<file path="config.mk">
export PLATFORM = sky130hd
export DESIGN_NAME = adccal_top
export DESIGN_NICKNAME = d
export VERILOG_FILES = /design/src/pkg/adccal_pkg.sv /design/src/pkg/adccal_mul_if.sv /design/src/hw/adccal_gain_mul.sv /design/src/hw/adccal_top.sv
export SDC_FILE = /design/constraint.sdc
export NUM_CORES = 1
export LEC_CHECK = 0
export ABC_CLOCK_PERIOD_IN_PS = 5150
export BUFFER_PORTS_ARGS = -buffer_cell sky130_fd_sc_hd__buf_2
export CORE_AREA = 5 5 171 173
export DETAILED_ROUTE_END_ITERATION = 10
export DIE_AREA = 0 0 176 178
export PLACE_DENSITY_LB_ADDON = 0.15
export SYNTH_ARGS = -nofsm -noshare
export SYNTH_HDL_FRONTEND = slang
export SYNTH_HIERARCHICAL = 1
export SYNTH_SLANG_ARGS = --single-unit
</file>
<file path="constraint.sdc">
create_clock -name clk_i -period 5.15 [get_ports clk_i]
set_clock_uncertainty 0.1 [all_clocks]
set_input_delay 0.515 -clock clk_i [delete_from_list [all_inputs] [get_ports clk_i]]
set_output_delay 0.515 -clock clk_i [all_outputs]
set_load 0.05 [all_outputs]
</file>
<file path="src/pkg/adccal_pkg.sv">
// Purpose: Shared constants, types and helpers of the ADC offset and gain calibration stage.
// Assumes: One clock; raw codes arrive as one-cycle strobes from the decimation filter.
// Notes:   Overview of operation follows.
// Overview of operation
// RULE_01: Output equals raw plus offset, times gain.
// RULE_02: Disabled correction is skipped, register ignored.
// RULE_03: Overload judged on final result only.
// RULE_04: Intermediates carry headroom bits without loss.
// RULE_05: Out-of-range sum recovered by gain: no clamp.
// RULE_06: Offset register: 24-bit signed at 0x9.
// RULE_07: Offset low byte forced to zero.
// RULE_08: Offset adder is 16-bit, no delay.
// RULE_09: Offset enable affects next result only.
// RULE_10: New offset value affects next result only.
// RULE_11: Gain at 0xA, result at 0x0.
// RULE_12: Both enables in third configuration register.
// RULE_13: Gain is upper 16 bits over 32768.
// RULE_14: Gain multiply adds 15 clocks of latency.
// RULE_15: Gain write or enable affects next result.
// RULE_16: Out-of-range result clamped and overload flagged.
package adccal_pkg;

  // Register bus geometry and register offsets.
  localparam int           REG_AW        = 4;
  localparam int           REG_DW        = 24;
  localparam logic [3:0]   ADDR_RESULT   = 4'h0;
  localparam logic [3:0]   ADDR_STATUS   = 4'h1;
  localparam logic [3:0]   ADDR_THIRD_CONFIGURATION_REGISTER  = 4'h3;
  localparam logic [3:0]   ADDR_OFFSET   = 4'h9;
  localparam logic [3:0]   ADDR_GAIN     = 4'hA;

  // Field positions.
  localparam int           CFG_GAIN_EN   = 0;
  localparam int           CFG_OFF_EN    = 1;
  localparam int           STS_OVL       = 0;
  localparam int           STS_BUSY      = 1;
  localparam int           STS_OVR       = 2;
  localparam int           CAL_LSB       = 8;

  // Datapath widths: raw code, headroom sum, gain code, product, scaled result.
  localparam int           RAW_W         = 16;
  localparam int           SUM_W         = 17;
  localparam int           GCODE_W       = 16;
  localparam int           PROD_W        = 33;
  localparam int           OUT_W         = 18;
  localparam int           GAIN_FRAC     = 15;

  // Latency of the gain path in clocks, and the serial steps after the first.
  localparam int           GAIN_LAT_CYC  = 15;
  localparam logic [3:0]   MUL_STEPS     = 4'(GAIN_LAT_CYC - 1);

  // Values after reset.
  localparam logic [23:0]  OFFSET_RST    = 24'h000000;
  localparam logic [23:0]  GAIN_RST      = 24'h000000;
  localparam logic [1:0]   CFG_RST       = 2'h0;
  localparam logic [15:0]  RESULT_RST    = 16'h0000;

  // Full-scale codes of the signed output.
  localparam logic [15:0]  FS_POS        = 16'h7FFF;
  localparam logic [15:0]  FS_NEG        = 16'h8000;

  typedef enum logic {MUL_IDLE, MUL_RUN} adccal_mul_state_e;

  // Clamp a wide signed value to 16 bits; returns {overload, code}.
  function automatic logic [16:0] adccal_sat(input logic signed [OUT_W-1:0] v);
    logic [16:0] r;
    r = {1'b0, v[15:0]};
    if (v > $signed(18'sh07FFF)) begin
      r = {1'b1, FS_POS};
    end else if (v < $signed(-18'sh08000)) begin
      r = {1'b1, FS_NEG};
    end
    return r;
  endfunction

endpackage

</file>
<file path="src/pkg/adccal_mul_if.sv">
// Purpose: Connection between the calibration control and the serial gain multiplier.
// Assumes: Single clock domain shared by both ends.
// Notes:   The product is valid while done is high and until the next start.
`timescale 1ns/100ps
`default_nettype none
interface adccal_mul_if;
  import adccal_pkg::*;
  logic                      start;
  logic signed [SUM_W-1:0]   mcand;
  logic [GCODE_W-1:0]        mplier;
  logic                      done;
  logic                      busy;
  logic signed [OUT_W-1:0]   product;

  modport ctrl (output start, output mcand, output mplier,
                input done, input busy, input product);
  modport mul  (input start, input mcand, input mplier,
                output done, output busy, output product);
endinterface
`default_nettype wire

</file>
<file path="src/hw/adccal_gain_mul.sv">
// Purpose: Add-and-shift multiplier of the offset-corrected code by the gain code.
// Assumes: start is a one-cycle pulse and is not raised while busy is high.
// Notes:   Two gain bits are folded into the first edge so done lands on the latency.
`timescale 1ns/100ps
`default_nettype none
module adccal_gain_mul (
  // Clock and reset.
  input  wire logic      clk_i,
  input  wire logic      resetn_i,
  // Operands and product.
  adccal_mul_if.mul      mi
);
  import adccal_pkg::*;

  adccal_mul_state_e          state;
  logic [3:0]                 cnt;
  logic signed [PROD_W-1:0]   acc;
  logic signed [PROD_W-1:0]   a_ext;
  logic [GCODE_W-1:0]         b_q;
  logic signed [PROD_W-1:0]   next_acc;
  logic signed [PROD_W-1:0]   init_acc;
  logic signed [PROD_W-1:0]   in_ext;
  logic                       done;

  // Sign-extend the incoming multiplicand to product width.
  assign in_ext = PROD_W'(mi.mcand);

  // First edge takes gain bits 15 and 14 at once.
  always_comb begin
    init_acc = '0;
    if (mi.mplier[GCODE_W-1]) begin
      init_acc = in_ext <<< 1;
    end
    if (mi.mplier[GCODE_W-2]) begin
      init_acc = init_acc + in_ext;
    end
  end

  // Each later step doubles the partial product and adds the next bit.
  always_comb begin
    next_acc = acc <<< 1;
    if (b_q[cnt - 4'h1]) begin
      next_acc = next_acc + a_ext;
    end
  end

  // Sequencer.
  always_ff @(posedge clk_i or negedge resetn_i) begin
    if (!resetn_i) begin
      state <= MUL_IDLE;
      cnt   <= 4'h0;
    end else begin
      case (state)
        MUL_IDLE: begin
          if (mi.start) begin
            state <= MUL_RUN;
            cnt   <= MUL_STEPS;
          end
        end
        MUL_RUN: begin
          cnt <= cnt - 4'h1;
          if (cnt == 4'h1) begin
            state <= MUL_IDLE;
          end
        end
        default: state <= MUL_IDLE;
      endcase
    end
  end

  // Operand capture and accumulation; the full-width product never clips.
  always_ff @(posedge clk_i or negedge resetn_i) begin
    if (!resetn_i) begin
      acc   <= '0;
      a_ext <= '0;
      b_q   <= '0;
    end else if (state == MUL_IDLE && mi.start) begin
      acc   <= init_acc; // RULE_04
      a_ext <= in_ext;
      b_q   <= mi.mplier;
    end else if (state == MUL_RUN) begin
      acc   <= next_acc;
    end
  end

  // Done rises with the last step.
  always_ff @(posedge clk_i or negedge resetn_i) begin
    if (!resetn_i) begin
      done <= 1'b0;
    end else begin
      done <= (state == MUL_RUN) && (cnt == 4'h1); // RULE_14
    end
  end

  // Dividing by 32768 is a drop of the fraction bits.
  assign mi.product = acc[PROD_W-1:GAIN_FRAC]; // RULE_13
  assign mi.done    = done;
  assign mi.busy    = (state == MUL_RUN);

endmodule
`default_nettype wire

</file>
<file path="src/hw/adccal_top.sv">
// Purpose: Offset and gain calibration of raw conversion codes, with its registers.
// Assumes: Raw codes are one-cycle strobes spaced wider than the gain latency.
// Notes:   A code that arrives while the gain path is busy is dropped and flagged.
//
// The implementer's own choice: the plain strobed port.
`timescale 1ns/100ps
`default_nettype none
module adccal_top #(
  parameter int RAW_BITS = 16,
  parameter int REG_BITS = 24
) (
  // Clock and reset.
  input  wire logic                          clk_i,
  input  wire logic                          resetn_i,
  // Raw conversion stream from the decimation filter.
  input  wire logic                          raw_valid_i,
  input  wire logic [15:0]                   raw_code_i,
  // Register port.
  input  wire logic [adccal_pkg::REG_AW-1:0] reg_addr_i,
  input  wire logic [adccal_pkg::REG_DW-1:0] reg_wdata_i,
  input  wire logic                          reg_wr_i,
  input  wire logic                          reg_rd_i,
  output var  logic [adccal_pkg::REG_DW-1:0] reg_rdata_o,
  // Calibrated result stream.
  output var  logic                          data_ready_o,
  output var  logic [15:0]                   result_o,
  output var  logic                          overload_o
);
  import adccal_pkg::*;

  // The datapath is built for these widths only.
  if (RAW_BITS != RAW_W || REG_BITS != REG_DW) begin : g_width_check
    $error("adccal_top supports only 16-bit codes and 24-bit registers.");
  end

  // Software-visible state.
  logic [23:0]                offset_correction;
  logic [23:0]                gain_correction;
  logic                       offset_correction_enable;
  logic                       gain_correction_enable;
  logic                       overrun;

  // Datapath state.
  logic signed [SUM_W-1:0]    offset_sum;
  logic signed [RAW_W-1:0]    offset_hi;
  logic [GCODE_W-1:0]         gain_hi;
  logic                       accept;
  logic                       launch_gain;
  logic                       direct_take;
  logic signed [OUT_W-1:0]    direct_val;
  logic [16:0]                direct_sat;
  logic [16:0]                gain_sat;
  logic [REG_DW-1:0]          next_rdata;
  logic                       wr_offset;
  logic                       wr_gain;
  logic                       wr_cfg;
  logic                       rd_status;

  adccal_mul_if mi ();

  // Register write decode; one strobe at a time from the master.
  always_comb begin
    wr_offset = 1'b0;
    wr_gain   = 1'b0;
    wr_cfg    = 1'b0;
    if (!reg_wr_i) begin
      wr_offset = 1'b0;
    end else if (reg_addr_i == ADDR_OFFSET) begin
      wr_offset = 1'b1; // RULE_06
    end else if (reg_addr_i == ADDR_GAIN) begin
      wr_gain = 1'b1; // RULE_11
    end else if (reg_addr_i == ADDR_THIRD_CONFIGURATION_REGISTER) begin
      wr_cfg = 1'b1; // RULE_12
    end
  end

  assign rd_status = reg_rd_i && (reg_addr_i == ADDR_STATUS);

  // Offset register; the full 24 bits are stored and read back.
  always_ff @(posedge clk_i or negedge resetn_i) begin
    if (!resetn_i) begin
      offset_correction <= OFFSET_RST;
    end else if (wr_offset) begin
      offset_correction <= reg_wdata_i; // RULE_06
    end
  end

  // Gain register; only the upper two bytes ever reach the multiplier.
  always_ff @(posedge clk_i or negedge resetn_i) begin
    if (!resetn_i) begin
      gain_correction <= GAIN_RST;
    end else if (wr_gain) begin
      gain_correction <= reg_wdata_i; // RULE_11
    end
  end

  // The two enables are written together but act independently.
  always_ff @(posedge clk_i or negedge resetn_i) begin
    if (!resetn_i) begin
      offset_correction_enable <= CFG_RST[CFG_OFF_EN];
      gain_correction_enable   <= CFG_RST[CFG_GAIN_EN];
    end else if (wr_cfg) begin
      offset_correction_enable <= reg_wdata_i[CFG_OFF_EN]; // RULE_12
      gain_correction_enable   <= reg_wdata_i[CFG_GAIN_EN]; // RULE_12
    end
  end

  // Read mux; reserved bits and unmapped offsets read as zero.
  always_comb begin
    next_rdata = '0;
    if (reg_addr_i == ADDR_RESULT) begin
      next_rdata = {8'h00, result_o}; // RULE_11
    end else if (reg_addr_i == ADDR_STATUS) begin
      next_rdata[STS_OVL]  = overload_o;
      next_rdata[STS_BUSY] = mi.busy;
      next_rdata[STS_OVR]  = overrun;
    end else if (reg_addr_i == ADDR_THIRD_CONFIGURATION_REGISTER) begin
      next_rdata[CFG_OFF_EN]  = offset_correction_enable;
      next_rdata[CFG_GAIN_EN] = gain_correction_enable;
    end else if (reg_addr_i == ADDR_OFFSET) begin
      next_rdata = offset_correction;
    end else if (reg_addr_i == ADDR_GAIN) begin
      next_rdata = gain_correction;
    end
  end

  // Read data stand for exactly one cycle after the strobe.
  always_ff @(posedge clk_i or negedge resetn_i) begin
    if (!resetn_i) begin
      reg_rdata_o <= '0;
    end else if (reg_rd_i) begin
      reg_rdata_o <= next_rdata;
    end else begin
      reg_rdata_o <= '0;
    end
  end

  // Low bytes of both calibration registers are treated as zero.
  assign offset_hi = offset_correction[REG_DW-1:CAL_LSB]; // RULE_07
  assign gain_hi   = gain_correction[REG_DW-1:CAL_LSB]; // RULE_13

  // Combinational signed add with one spare bit, so the raw code and
  // its correction land in the same cycle without any clipping here.
  always_comb begin
    offset_sum = SUM_W'(signed'(raw_code_i));
    if (offset_correction_enable) begin
      offset_sum = SUM_W'(signed'(raw_code_i)) + SUM_W'(offset_hi); // RULE_08
    end
  end

  // A code is taken unless the gain path is still busy with the last one.
  assign accept      = raw_valid_i && !mi.busy;
  assign launch_gain = accept && gain_correction_enable; // RULE_01
  assign direct_take = accept && !gain_correction_enable; // RULE_02

  // The multiplier snapshots its operands at launch, so later register
  // writes cannot disturb a conversion already in flight.
  assign mi.start  = launch_gain; // RULE_15
  assign mi.mcand  = offset_sum; // RULE_01
  assign mi.mplier = gain_hi;

  adccal_gain_mul u_gain_mul (
    .clk_i    (clk_i),
    .resetn_i (resetn_i),
    .mi       (mi)
  );

  // Bypass path: the sum is judged only once, as the final value.
  assign direct_val = OUT_W'(offset_sum);
  assign direct_sat = adccal_sat(direct_val); // RULE_16
  // Gain path: the intermediate sum is never judged, only the product.
  assign gain_sat   = adccal_sat(mi.product); // RULE_03 RULE_05

  // The held result changes only with a new data-ready event, never on
  // a register or enable write.
  always_ff @(posedge clk_i or negedge resetn_i) begin
    if (!resetn_i) begin
      result_o   <= RESULT_RST;
      overload_o <= 1'b0;
    end else if (mi.done) begin
      result_o   <= gain_sat[15:0]; // RULE_16
      overload_o <= gain_sat[16]; // RULE_03
    end else if (direct_take) begin
      result_o   <= direct_sat[15:0]; // RULE_09 RULE_10
      overload_o <= direct_sat[16]; // RULE_03
    end
  end

  // Data ready pulses with each new result; the gain path arrives later
  // by its latency, and if both paths finish in one cycle the gain result wins and the bypass code is lost.
  always_ff @(posedge clk_i or negedge resetn_i) begin
    if (!resetn_i) begin
      data_ready_o <= 1'b0;
    end else begin
      data_ready_o <= mi.done || direct_take; // RULE_14
    end
  end

  // Dropped codes are sticky; a status read clears it, but a new drop
  // in the same cycle wins so that no event goes unseen.
  always_ff @(posedge clk_i or negedge resetn_i) begin
    if (!resetn_i) begin
      overrun <= 1'b0;
    end else if (raw_valid_i && !accept) begin
      overrun <= 1'b1;
    end else if (rd_status) begin
      overrun <= 1'b0;
    end
  end

endmodule
`default_nettype wire

</file>
==> results of run 1 <==
## cells in the final DEF (no fill, tap or decap), types with 27 or more instances in the layout
cell type,n
xnor2_1,35
mux2_2,58
a22oi_1,30
nand2_1,193
o211ai_1,27
o21ai_0,57
buf_2,89
dfrtp_1,165
nor2_1,73
a21oi_1,78
ha_1,65
## final timing paths
kind | slack, ps | depth (start not counted) | start | end
worst max register to register | 580 | 17 | offset_correction[8] | u_gain_mul/acc[25]
worst min register to register | 380 | 2 | u_gain_mul/b_q[1] | u_gain_mul/b_q[1]
worst min-delay path | 220 | 2 | reg_wdata_i[15] | offset_correction[15]
min in group asynchronous | 480 | 2 | resetn_i | reg_rdata_o[16]
worst max-delay path | 580 | 17 | offset_correction[8] | u_gain_mul/acc[25]
max in group asynchronous | 3450 | 3 | resetn_i | gain_correction[22]
## power breakdown
part / internal, mW / switching (mW)
logic: 1.88 / 2.80
registers: 1.77 / 0.470
clock network: 0.659 / 0.645
## critical path, cell delays in order (launching register included)
cell	delay, ps
dfrtp_1	400
ha_1	230
fa_1	420
a21oi_2	210
o21ai_0	110
a21oi_1	180
xnor2_1	80
mux2_2	320
and2_1	190
ha_1	330
inv_1	70
nor3_1	320
a311oi_1	190
nor3b_1	320
o31a_1	220
nor2_1	70
a31oi_1	470
o211ai_1	170
## layer usage
layer,up-vias,share of wire [%],global-route usage (%)
met1,4410,48,29.12
met4,0,2.0,5.328
met5,-,0,0
met2,218,46,32.70
li1,4359,-,-
met3,35,4.6,3.370
## layout make-up
type,instances,share of cell area (%)
sequential,165,34.05
clock buffer,17,3.508
clock inverter,15,1.486
tap,346,3.570
timing repair buffer,109,5.066
inverter,27,0.8357
multi-input combinational,912,51.49
## flip-flops by register name (all words and copies together) (netlist names)
| name | count |
|---|---|
| u_gain_mul/acc | 33 |
| gain_correction | 24 |
| offset_correction | 24 |
| reg_rdata_o | 24 |
| u_gain_mul/a_ext | 17 |
| result_o | 16 |
| u_gain_mul/b_q | 16 |
| u_gain_mul/cnt | 4 |
| data_ready_o | 1 |
| gain_correction_enable | 1 |
| offset_correction_enable | 1 |
| overload_o | 1 |
| overrun | 1 |
| u_gain_mul/mi.busy | 1 |
| u_gain_mul/mi.done | 1 |
## synth_stat cells, types with 19 or more instances
master,instances
a21o_1,25
a21oi_1,78
ha_1,65
xnor2_1,35
xor2_1,19
o21ai_1,22
o21ai_0,57
nand2_1,193
o211ai_1,27
a22oi_1,30
dfrtp_1,165
clkbuf_1,32
nor2_1,74
inv_1,22
mux2_2,58
## repair_timing
item / in CTS / in global routing
endpoints found under the hold margin: 54 / 0
gates resized for setup: 0 / 0
hold buffers: 1 / 0
## kinds of logic (layout without fill, tap and decap cells)
| logic type | Yosys count | after routing | share of synthesized area (%) |
|---|---|---|---|
| flip-flops | 165 | 165 | 38.17 |
| XOR/XNOR | 54 | 54 | 4.372 |
| multiplexers | 83 | 83 | 8.952 |
| adder cells (fa/ha/maj) | 68 | 68 | 8.073 |
| AO/OA/AOI/OAI | 347 | 347 | 21.49 |
| AND/OR/NAND/NOR | 360 | 360 | 14.56 |
| buffers and inverters | 94 | 168 | 4.384 |
==> results.cfg, run 1 <==
[run_status]
status = completed

[layout]
fin_area_um2 = 12130
final_core_util_pct = 44.13
num-fill-cells = 2667
multiInputGateArea_um2 = 6243
num_antenna_cells = 0
drive_above_1_share_pct = 18.55
seqCellArea_um2 = 4129
synthToLayoutAreaGrowth_pct = 12.10
nNetsFinal = 1349
layoutNonFillerInstCount = 1591

[grt]
grt_pass1_vias = 9023
grt_max_degree = 112
grt_pass1_wl_um = 50640
grtUsageTotal_pct = 20.48
antenna_found_initial = 0
grt_remaining_overflow = 0

[synth]
syn_inst = 1171
yosysSeqAreaShare_pct = 38.17
synth.avg_cell_area_um2 = 9.238
synth_nets = 1288
synth.top_cell.area_share_pct = 38.17
ys.warnings.count = 6
syn_area_um2 = 10820
synthTopCellsByArea = dfrtp_1 38%, ha_1 7.5%, nand2_1 6.7%
synth-seq-cells = 165
synth_largest_area_cell = dfrtp_1
async_flop_share_pct = 100.0
synthFlopType = dfrtp_1
synth.distinct_cells = 81
synth_edf_count = 0

[sta]
max_slew_margin_pct = 26.06
setup_viol = 0
holdWs_ps = 219.8
rsz0062_at_grt = false
slew_violations = 0
tightest_slew_ps = 1099
fin_crit_ps = 4568
finalSetupTns_ps = 0
finalWorstSetupSlack_ps = 582.0
min_period_over_period_pct = 88.70
hold_viol = 0
max_freq_mhz = 218.9

[placement]
placed_area_um2 = 11510
dp_cells = 1558
dp_worst_setup_slack_ps = 376.8
dp_hpwl_um = 23700
gp_congestion = 0.9357
placement.io_buffers = 90

[cts]
insertion_delay_ps = 440
clkSlewWorstSetupHoldPaths_ps = 80
cts_buffers = 17
clockBufferDepth = 2
h-tree-depth = 4
cts.sinks = 165
cts-root-buf = clkbuf_16
postCtsSetupBuffers = 0
cts_tree = done

[floorplanning]
dieWidth_um = 176
coreArea_um2 = 27480
initial_core_util_pct = 39.37
pin_count = 91
die_height_um = 178
die_area_um2 = 31330
rows = 61

[route]
drtIter0Drc = 542
drt_wl_total_um = 31730
drtAntennaViolNets = 0
drc = 0
via_count = 9022
wl_per_cell_um = 19.94
dr.pass1.iters = 5
avgViaCountPerCell = 5.671

[critical_path]
cp_data_arrival_time_ps = 4740
crit_path_max_fanout = 6
crit_path_end_kind = flop
required_ps = 5330
crit_type = reg2reg
start_kind = flop

[min_path]
min_path_type = in2reg

[power]
p_leak_nw = 5.662
vdd_drop_max_mv = 0.2645
p_total_mw = 8.221
p_per_area_nw_per_um2 = 677.9

[run]
cap_viol_max_count = 0
No activity file was read; power rests on OpenSTA's default activity.
==> inputs of run 2 (changes only) <==
--- a/config.mk
+++ b/config.mk
@@ -10,7 +10,6 @@
 export CORE_AREA = 5 5 171 173
 export DETAILED_ROUTE_END_ITERATION = 10
 export DIE_AREA = 0 0 176 178
-export PLACE_DENSITY_LB_ADDON = 0.15
 export SYNTH_ARGS = -nofsm -noshare
 export SYNTH_HDL_FRONTEND = slang
 export SYNTH_HIERARCHICAL = 1
==> run 2 against run 1 <==
Against the previous run: design area decreased by 0.29%; routed wire length decreased by 1.2%; total power about the same; combinational power about the same; final cell count unchanged; flip-flop and latch count unchanged; first-iteration DRC count increased by 55%; register-to-register slack about the same; largest power group unchanged.
==> results.cfg, run 2 (same netlist as run 1, synthesis figures left out) <==
[grt]
grt_pass1_vias = 9066
grt_max_degree = 81
grt_remaining_overflow = 0
grtUsageTotal_pct = 20.15
grt_pass1_wl_um = 50190
antenna_found_initial = 0

[placement]
dp_hpwl_um = 23330
dp_worst_setup_slack_ps = 437.4
placement.io_buffers = 90
gp_congestion = 0.9064

[sta]
fin_crit_ps = 4557
holdWs_ps = 8.844
setup_viol = 0
min_period_over_period_pct = 88.49
hold_viol = 0
slew_violations = 0
tightest_slew_ps = 1181
max_freq_mhz = 219.4
rsz0062_at_grt = false
finalSetupTns_ps = 0
max_slew_margin_pct = 20.53
finalWorstSetupSlack_ps = 592.6

[cts]
clockBufferDepth = 2
postCtsSetupBuffers = 0
cts_tree = done
clkSlewWorstSetupHoldPaths_ps = 80
postCtsHoldBufs = 0
cts.sinks = 165
cts-root-buf = clkbuf_16
h-tree-depth = 4
post_cts_resized = 0
insertion_delay_ps = 440
cts_buffers = 17

[floorplanning]
dieWidth_um = 176
die_area_um2 = 31330
pin_count = 91
initial_core_util_pct = 39.37
coreArea_um2 = 27480
rows = 61
die_height_um = 178

[critical_path]
required_ps = 5330
crit_path_end_kind = flop
r2r_end = u_gain_mul/acc[29]
cp_data_arrival_time_ps = 4730
start_kind = flop
timing.rr.start = offset_correction[9]
r2r.worst_path.cells = 16
crit_type = reg2reg
reg2reg_slack_ps = 590
crit_path_max_fanout = 6

[power]
seqPwrFrac_pct = 27.1
p_leak_nw = 5.649
p_int_mw = 4.309
comb_power_share_pct = 57.3
switching_power_mw = 3.908
vdd_drop_max_mv = 0.2754
p_per_area_nw_per_um2 = 679.6
switching_share_pct = 47.56
p_clk_share_pct = 15.6

[route]
drt_wl_total_um = 31330
wl_per_cell_um = 19.69
drtAntennaViolNets = 0
dr.pass1.iters = 6
via_count = 9130
avgViaCountPerCell = 5.739
drtIter0Drc = 839
drc = 0

[min_path]
min_path_type = in2async

[layout]
drive_above_1_share_pct = 18.55
largest_register_ffs = 33
mostFrequentLayoutCells = 193 x nand2_1, 165 x dfrtp_1, 89 x buf_2
regMostFlops = u_gain_mul/acc
num-fill-cells = 2647
num_antenna_cells = 0
synthToLayoutAreaGrowth_pct = 11.77
final_common_cell = nand2_1
nNetsFinal = 1349

[run_status]
status = completed

[run]
cap_viol_max_count = 0
run 2: worst max-delay path by stage:
stage,startpoint,end,slack (ps),cells after the start
after floorplan,raw_code_i[0],u_gain_mul/acc[17],940,17
after global routing,offset_correction[9],u_gain_mul/acc[25],150,16
final,offset_correction[9],u_gain_mul/acc[29],590,16
after global placement,raw_code_i[0],u_gain_mul/acc[31],530,18
after detailed placement,raw_code_i[0],u_gain_mul/acc[29],440,18
after CTS,offset_correction[9],u_gain_mul/acc[29],670,16
run 2: final cells by class:
type	count	area, um^2	share of cell area [%]
Timing Repair Buffer	109	599.3	4.957
Multi-Input combinational cell	912	6237	51.58
Tap cell	346	432.9	3.580
Clock inverter	14	152.6	1.262
Sequential cell	165	4129	34.15
Clock buffer	18	439.2	3.632
Inverter	27	101.3	0.8382
run 2: power groups by stage:
stage	clock network [mW]	logic (mW)	registers, mW
after detailed placement	0	4.65	2.24
after global placement	0	4.60	2.23
after floorplan	0	3.51	2.32
after global routing	1.36	5.20	2.28
after CTS	1.31	4.68	2.22
final	1.28	4.71	2.23
run 2: worst max-delay path: stages, from the launching register on:
cell and delay, ps:
dfrtp_1 430, ha_1 310, a211oi_1 350, o21ai_0 260, a31oi_1 250, xnor2_1 90, mux2_2 320, and2_1 190
ha_1 340, inv_1 70, nor3_1 300, a311oi_1 190, nor3b_1 310, o31a_1 230, nor2_1 70, a31oi_1 450
o211ai_1 170
run 2: metrics by stage:
step | total power, mW | instances | utilization, % | instance area, um^2
after floorplan | 5.828 | 1171 | - | 10820
after global placement | 6.827 | 1559 | 41.85 | 11500
after detailed placement | 6.888 | 1559 | 41.85 | 11500
after CTS | 8.197 | 1591 | 44.01 | 12090
after global routing | 8.846 | 1591 | 44.01 | 12090
final | 8.217 | 1591 | 44.01 | 12090
run 2: layer usage:
layer | vias up | global-route usage [%] | wire length [um]
li1 | 4378 | - | -
met5 | - | 0 | 0
met4 | 0 | 5.231 | 603
met3 | 42 | 3.179 | 1729
met1 | 4455 | 27.88 | 14390
met2 | 255 | 33.21 | 14610
==> inputs of run 3 (changes only) <==
--- a/config.mk
+++ b/config.mk
@@ -7,10 +7,10 @@
 export LEC_CHECK = 0
 export ABC_CLOCK_PERIOD_IN_PS = 5150
 export BUFFER_PORTS_ARGS = -buffer_cell sky130_fd_sc_hd__buf_2
-export CORE_AREA = 5 5 171 173
+export CORE_AREA = 5 5 172 174
 export DETAILED_ROUTE_END_ITERATION = 10
-export DIE_AREA = 0 0 176 178
+export DIE_AREA = 0 0 177 179
+export RECOVER_POWER = 100
 export SYNTH_ARGS = -nofsm -noshare
 export SYNTH_HDL_FRONTEND = slang
-export SYNTH_HIERARCHICAL = 1
 export SYNTH_SLANG_ARGS = --single-unit
==> run 3 against run 2 <==
Against the previous run: total power is 6.3% higher; die area is 1.1% higher; hold slack better by 210 ps; flip-flop and latch count stayed put; global-route usage is 0.31 points higher; highest routed layer is now met5; the run now ends with max-capacitance violations, max-slew violations left; maximum frequency is 5.8% lower; sequential power hardly changed.
==> results.cfg, run 3 <==
[synth]
async_flop_share_pct = 100.0
synth_nets = 1337
synth_compound_area_share_pct = 22.42
yosysMostFrequentCell = nand2_1
yosysSeqAreaShare_pct = 37.89
synth_top_family_by_area = compound AO/OA/AOI/OAI gates
syn_inst = 1222
synth_edf_count = 0
synth_largest_area_cell = dfrtp_1
synth.distinct_cells = 85
synth_mux_area_share_pct = 7.819
synth-simple-area-share_pct = 16.59
synthXorXnorAreaFrac_pct = 4.087
netlist_top_cells_count = 204 x nand2_1, 165 x dfrtp_1, 91 x a21oi_1
synth.avg_cell_area_um2 = 8.918
synth.top_cell.area_share_pct = 37.89
synthTopCellsByArea = dfrtp_1 38%, ha_1 7.2%, nand2_1 7.0%
synth-seq-cells = 165
synthAdderAreaFrac_pct = 7.784
syn_area_um2 = 10900
ys.warnings.count = 0
synthFlopType = dfrtp_1

[critical_path]
start_kind = flop
reg2reg_slack_ps = 310
crit_end = u_gain_mul.acc[24]
timing.rr.start = offset_correction[8]
crit_path_start = offset_correction[8]
crit_path_end_kind = flop
cp_data_arrival_time_ps = 5100
r2r_end = u_gain_mul.acc[24]
crit_type = reg2reg
r2r.worst_path.cells = 19
required_ps = 5410
crit_path_max_fanout = 6

[cts]
postCtsSetupBuffers = 0
cts.sinks = 165
cts_buffers = 17
clockBufferDepth = 2
cts-root-buf = clkbuf_16
h-tree-depth = 4
clkSlewWorstSetupHoldPaths_ps = 80
cts_tree = done
postCtsHoldBufs = 0
insertion_delay_ps = 440

[route]
drtAntennaViolNets = 0
via_count = 9486
drt_wl_total_um = 31690
drc = 0
wl_per_cell_um = 18.84
dr.pass1.iters = 6
avgViaCountPerCell = 5.640
drtIter0Drc = 757

[grt]
grt_max_degree = 90
grt_remaining_overflow = 0
grt_pass1_wl_um = 51770
grtUsageTotal_pct = 20.47
grt_pass1_vias = 9477
antenna_found_initial = 1

[min_path]
min_path_cells = 2
holdCritStartpoint = reg_wdata_i[5]
min_path_type = in2reg

[layout]
fin_area_um2 = 12340
largest_register_ffs = 33
num_antenna_cells = 0
layoutNonFillerInstCount = 1682
final_common_cell = nand2_1
final_core_util_pct = 44.65
mostFrequentLayoutCells = 204 x nand2_1, 164 x dfrtp_1, 91 x a21oi_1
regMostFlops = u_gain_mul.acc
drive_above_1_share_pct = 14.03
nNetsFinal = 1406
synthToLayoutAreaGrowth_pct = 13.19

[power]
vdd_drop_max_mv = 0.4164
p_leak_nw = 5.563
p_total_mw = 8.731
p_per_area_nw_per_um2 = 707.8

[placement]
gp_congestion = 0.8841
placed_area_um2 = 11800
dp_hpwl_um = 22630
dp_worst_setup_slack_ps = -20.99
dp_cells = 1650
placement.io_buffers = 90

[run_status]
failed_checks = max-capacitance violations, max-slew violations
status = finished with violations

[sta]
slew_violations = 326
max_freq_mhz = 206.6
finalWorstSetupSlack_ps = 309.9
finalSetupTns_ps = 0
setup_viol = 0
min_period_over_period_pct = 93.98
tightest_slew_ps = 4137
rsz0062_at_grt = false
holdWs_ps = 214.3
fin_crit_ps = 4840
hold_viol = 0
max_slew_margin_pct = -175.8

[run]
cap_viol_max_count = 8

[floorplanning]
die_area_um2 = 31680
die_height_um = 179
pin_count = 91
dieWidth_um = 177
rows = 61
coreArea_um2 = 27630
initial_core_util_pct = 39.44
-- run 3: cell families after synthesis --
kind of cell,Yosys count
buffers and inverters,95
DFF,165
muxes,73
adders and majority gates,66
and+or+nand+nor,405
AOI/OAI and AO/OA,368
xor gates and xnor gates,50
-- run 3: how the worst min path moves through the flow --
stage,to,slack [ps]
after floorplan,data_ready_o,120
after global placement,u_gain_mul.b_q[3],360
after detailed placement,u_gain_mul.b_q[14],360
after CTS,gain_correction[5],90
after global routing,offset_correction[5],200
final,offset_correction[5],210
-- run 3: report_power, final --
group          total (mW)  switching [mW]  internal (mW)  leakage [nW]
Clock                1.34           0.673          0.670         0.297
Sequential           2.25           0.473           1.77          2.05
Combinational        5.14            3.07           2.07          3.21
-- run 3: worst max-delay path, stage by stage (launching register included) --
cell	delay, ps
dfrtp_1	400
ha_1	240
fa_1	450
a21o_1	200
a21oi_1	170
xnor2_1	80
mux2_2	310
and2_0	180
ha_1	320
inv_1	110
nor2_1	70
or4_1	530
a41o_1	310
o2111ai_1	240
a31oi_1	160
and2_1	210
a21o_1	150
a21oi_1	220
o21ai_2	140
a21oi_1	180
-- run 3: layout make-up --
class / instances / area [um^2]
Multi-Input combinational cell: 962 / 6441
Fill cell: 2775 / 15290
Clock buffer: 17 / 425.4
Timing Repair Buffer: 115 / 555.5
Clock inverter: 15 / 197.7
Inverter: 30 / 112.6
Tap cell: 378 / 473.0
Sequential cell: 165 / 4130
-- run 3: what timing repair did --
item / in CTS / in global routing
endpoints found under the hold margin: 0 / 0
gates resized for setup: 0 / 3
setup endpoints to repair: 0 / 6
-- run 3: layer usage --
layer  vias to the layer above  wire, um  track usage [%]
met3                        60      1761            3.269
met2                       302     14600            32.76
met5                         -        13                0
li1                       4572         -                -
met1                      4550     14510            28.50
met4                         2       801            6.641
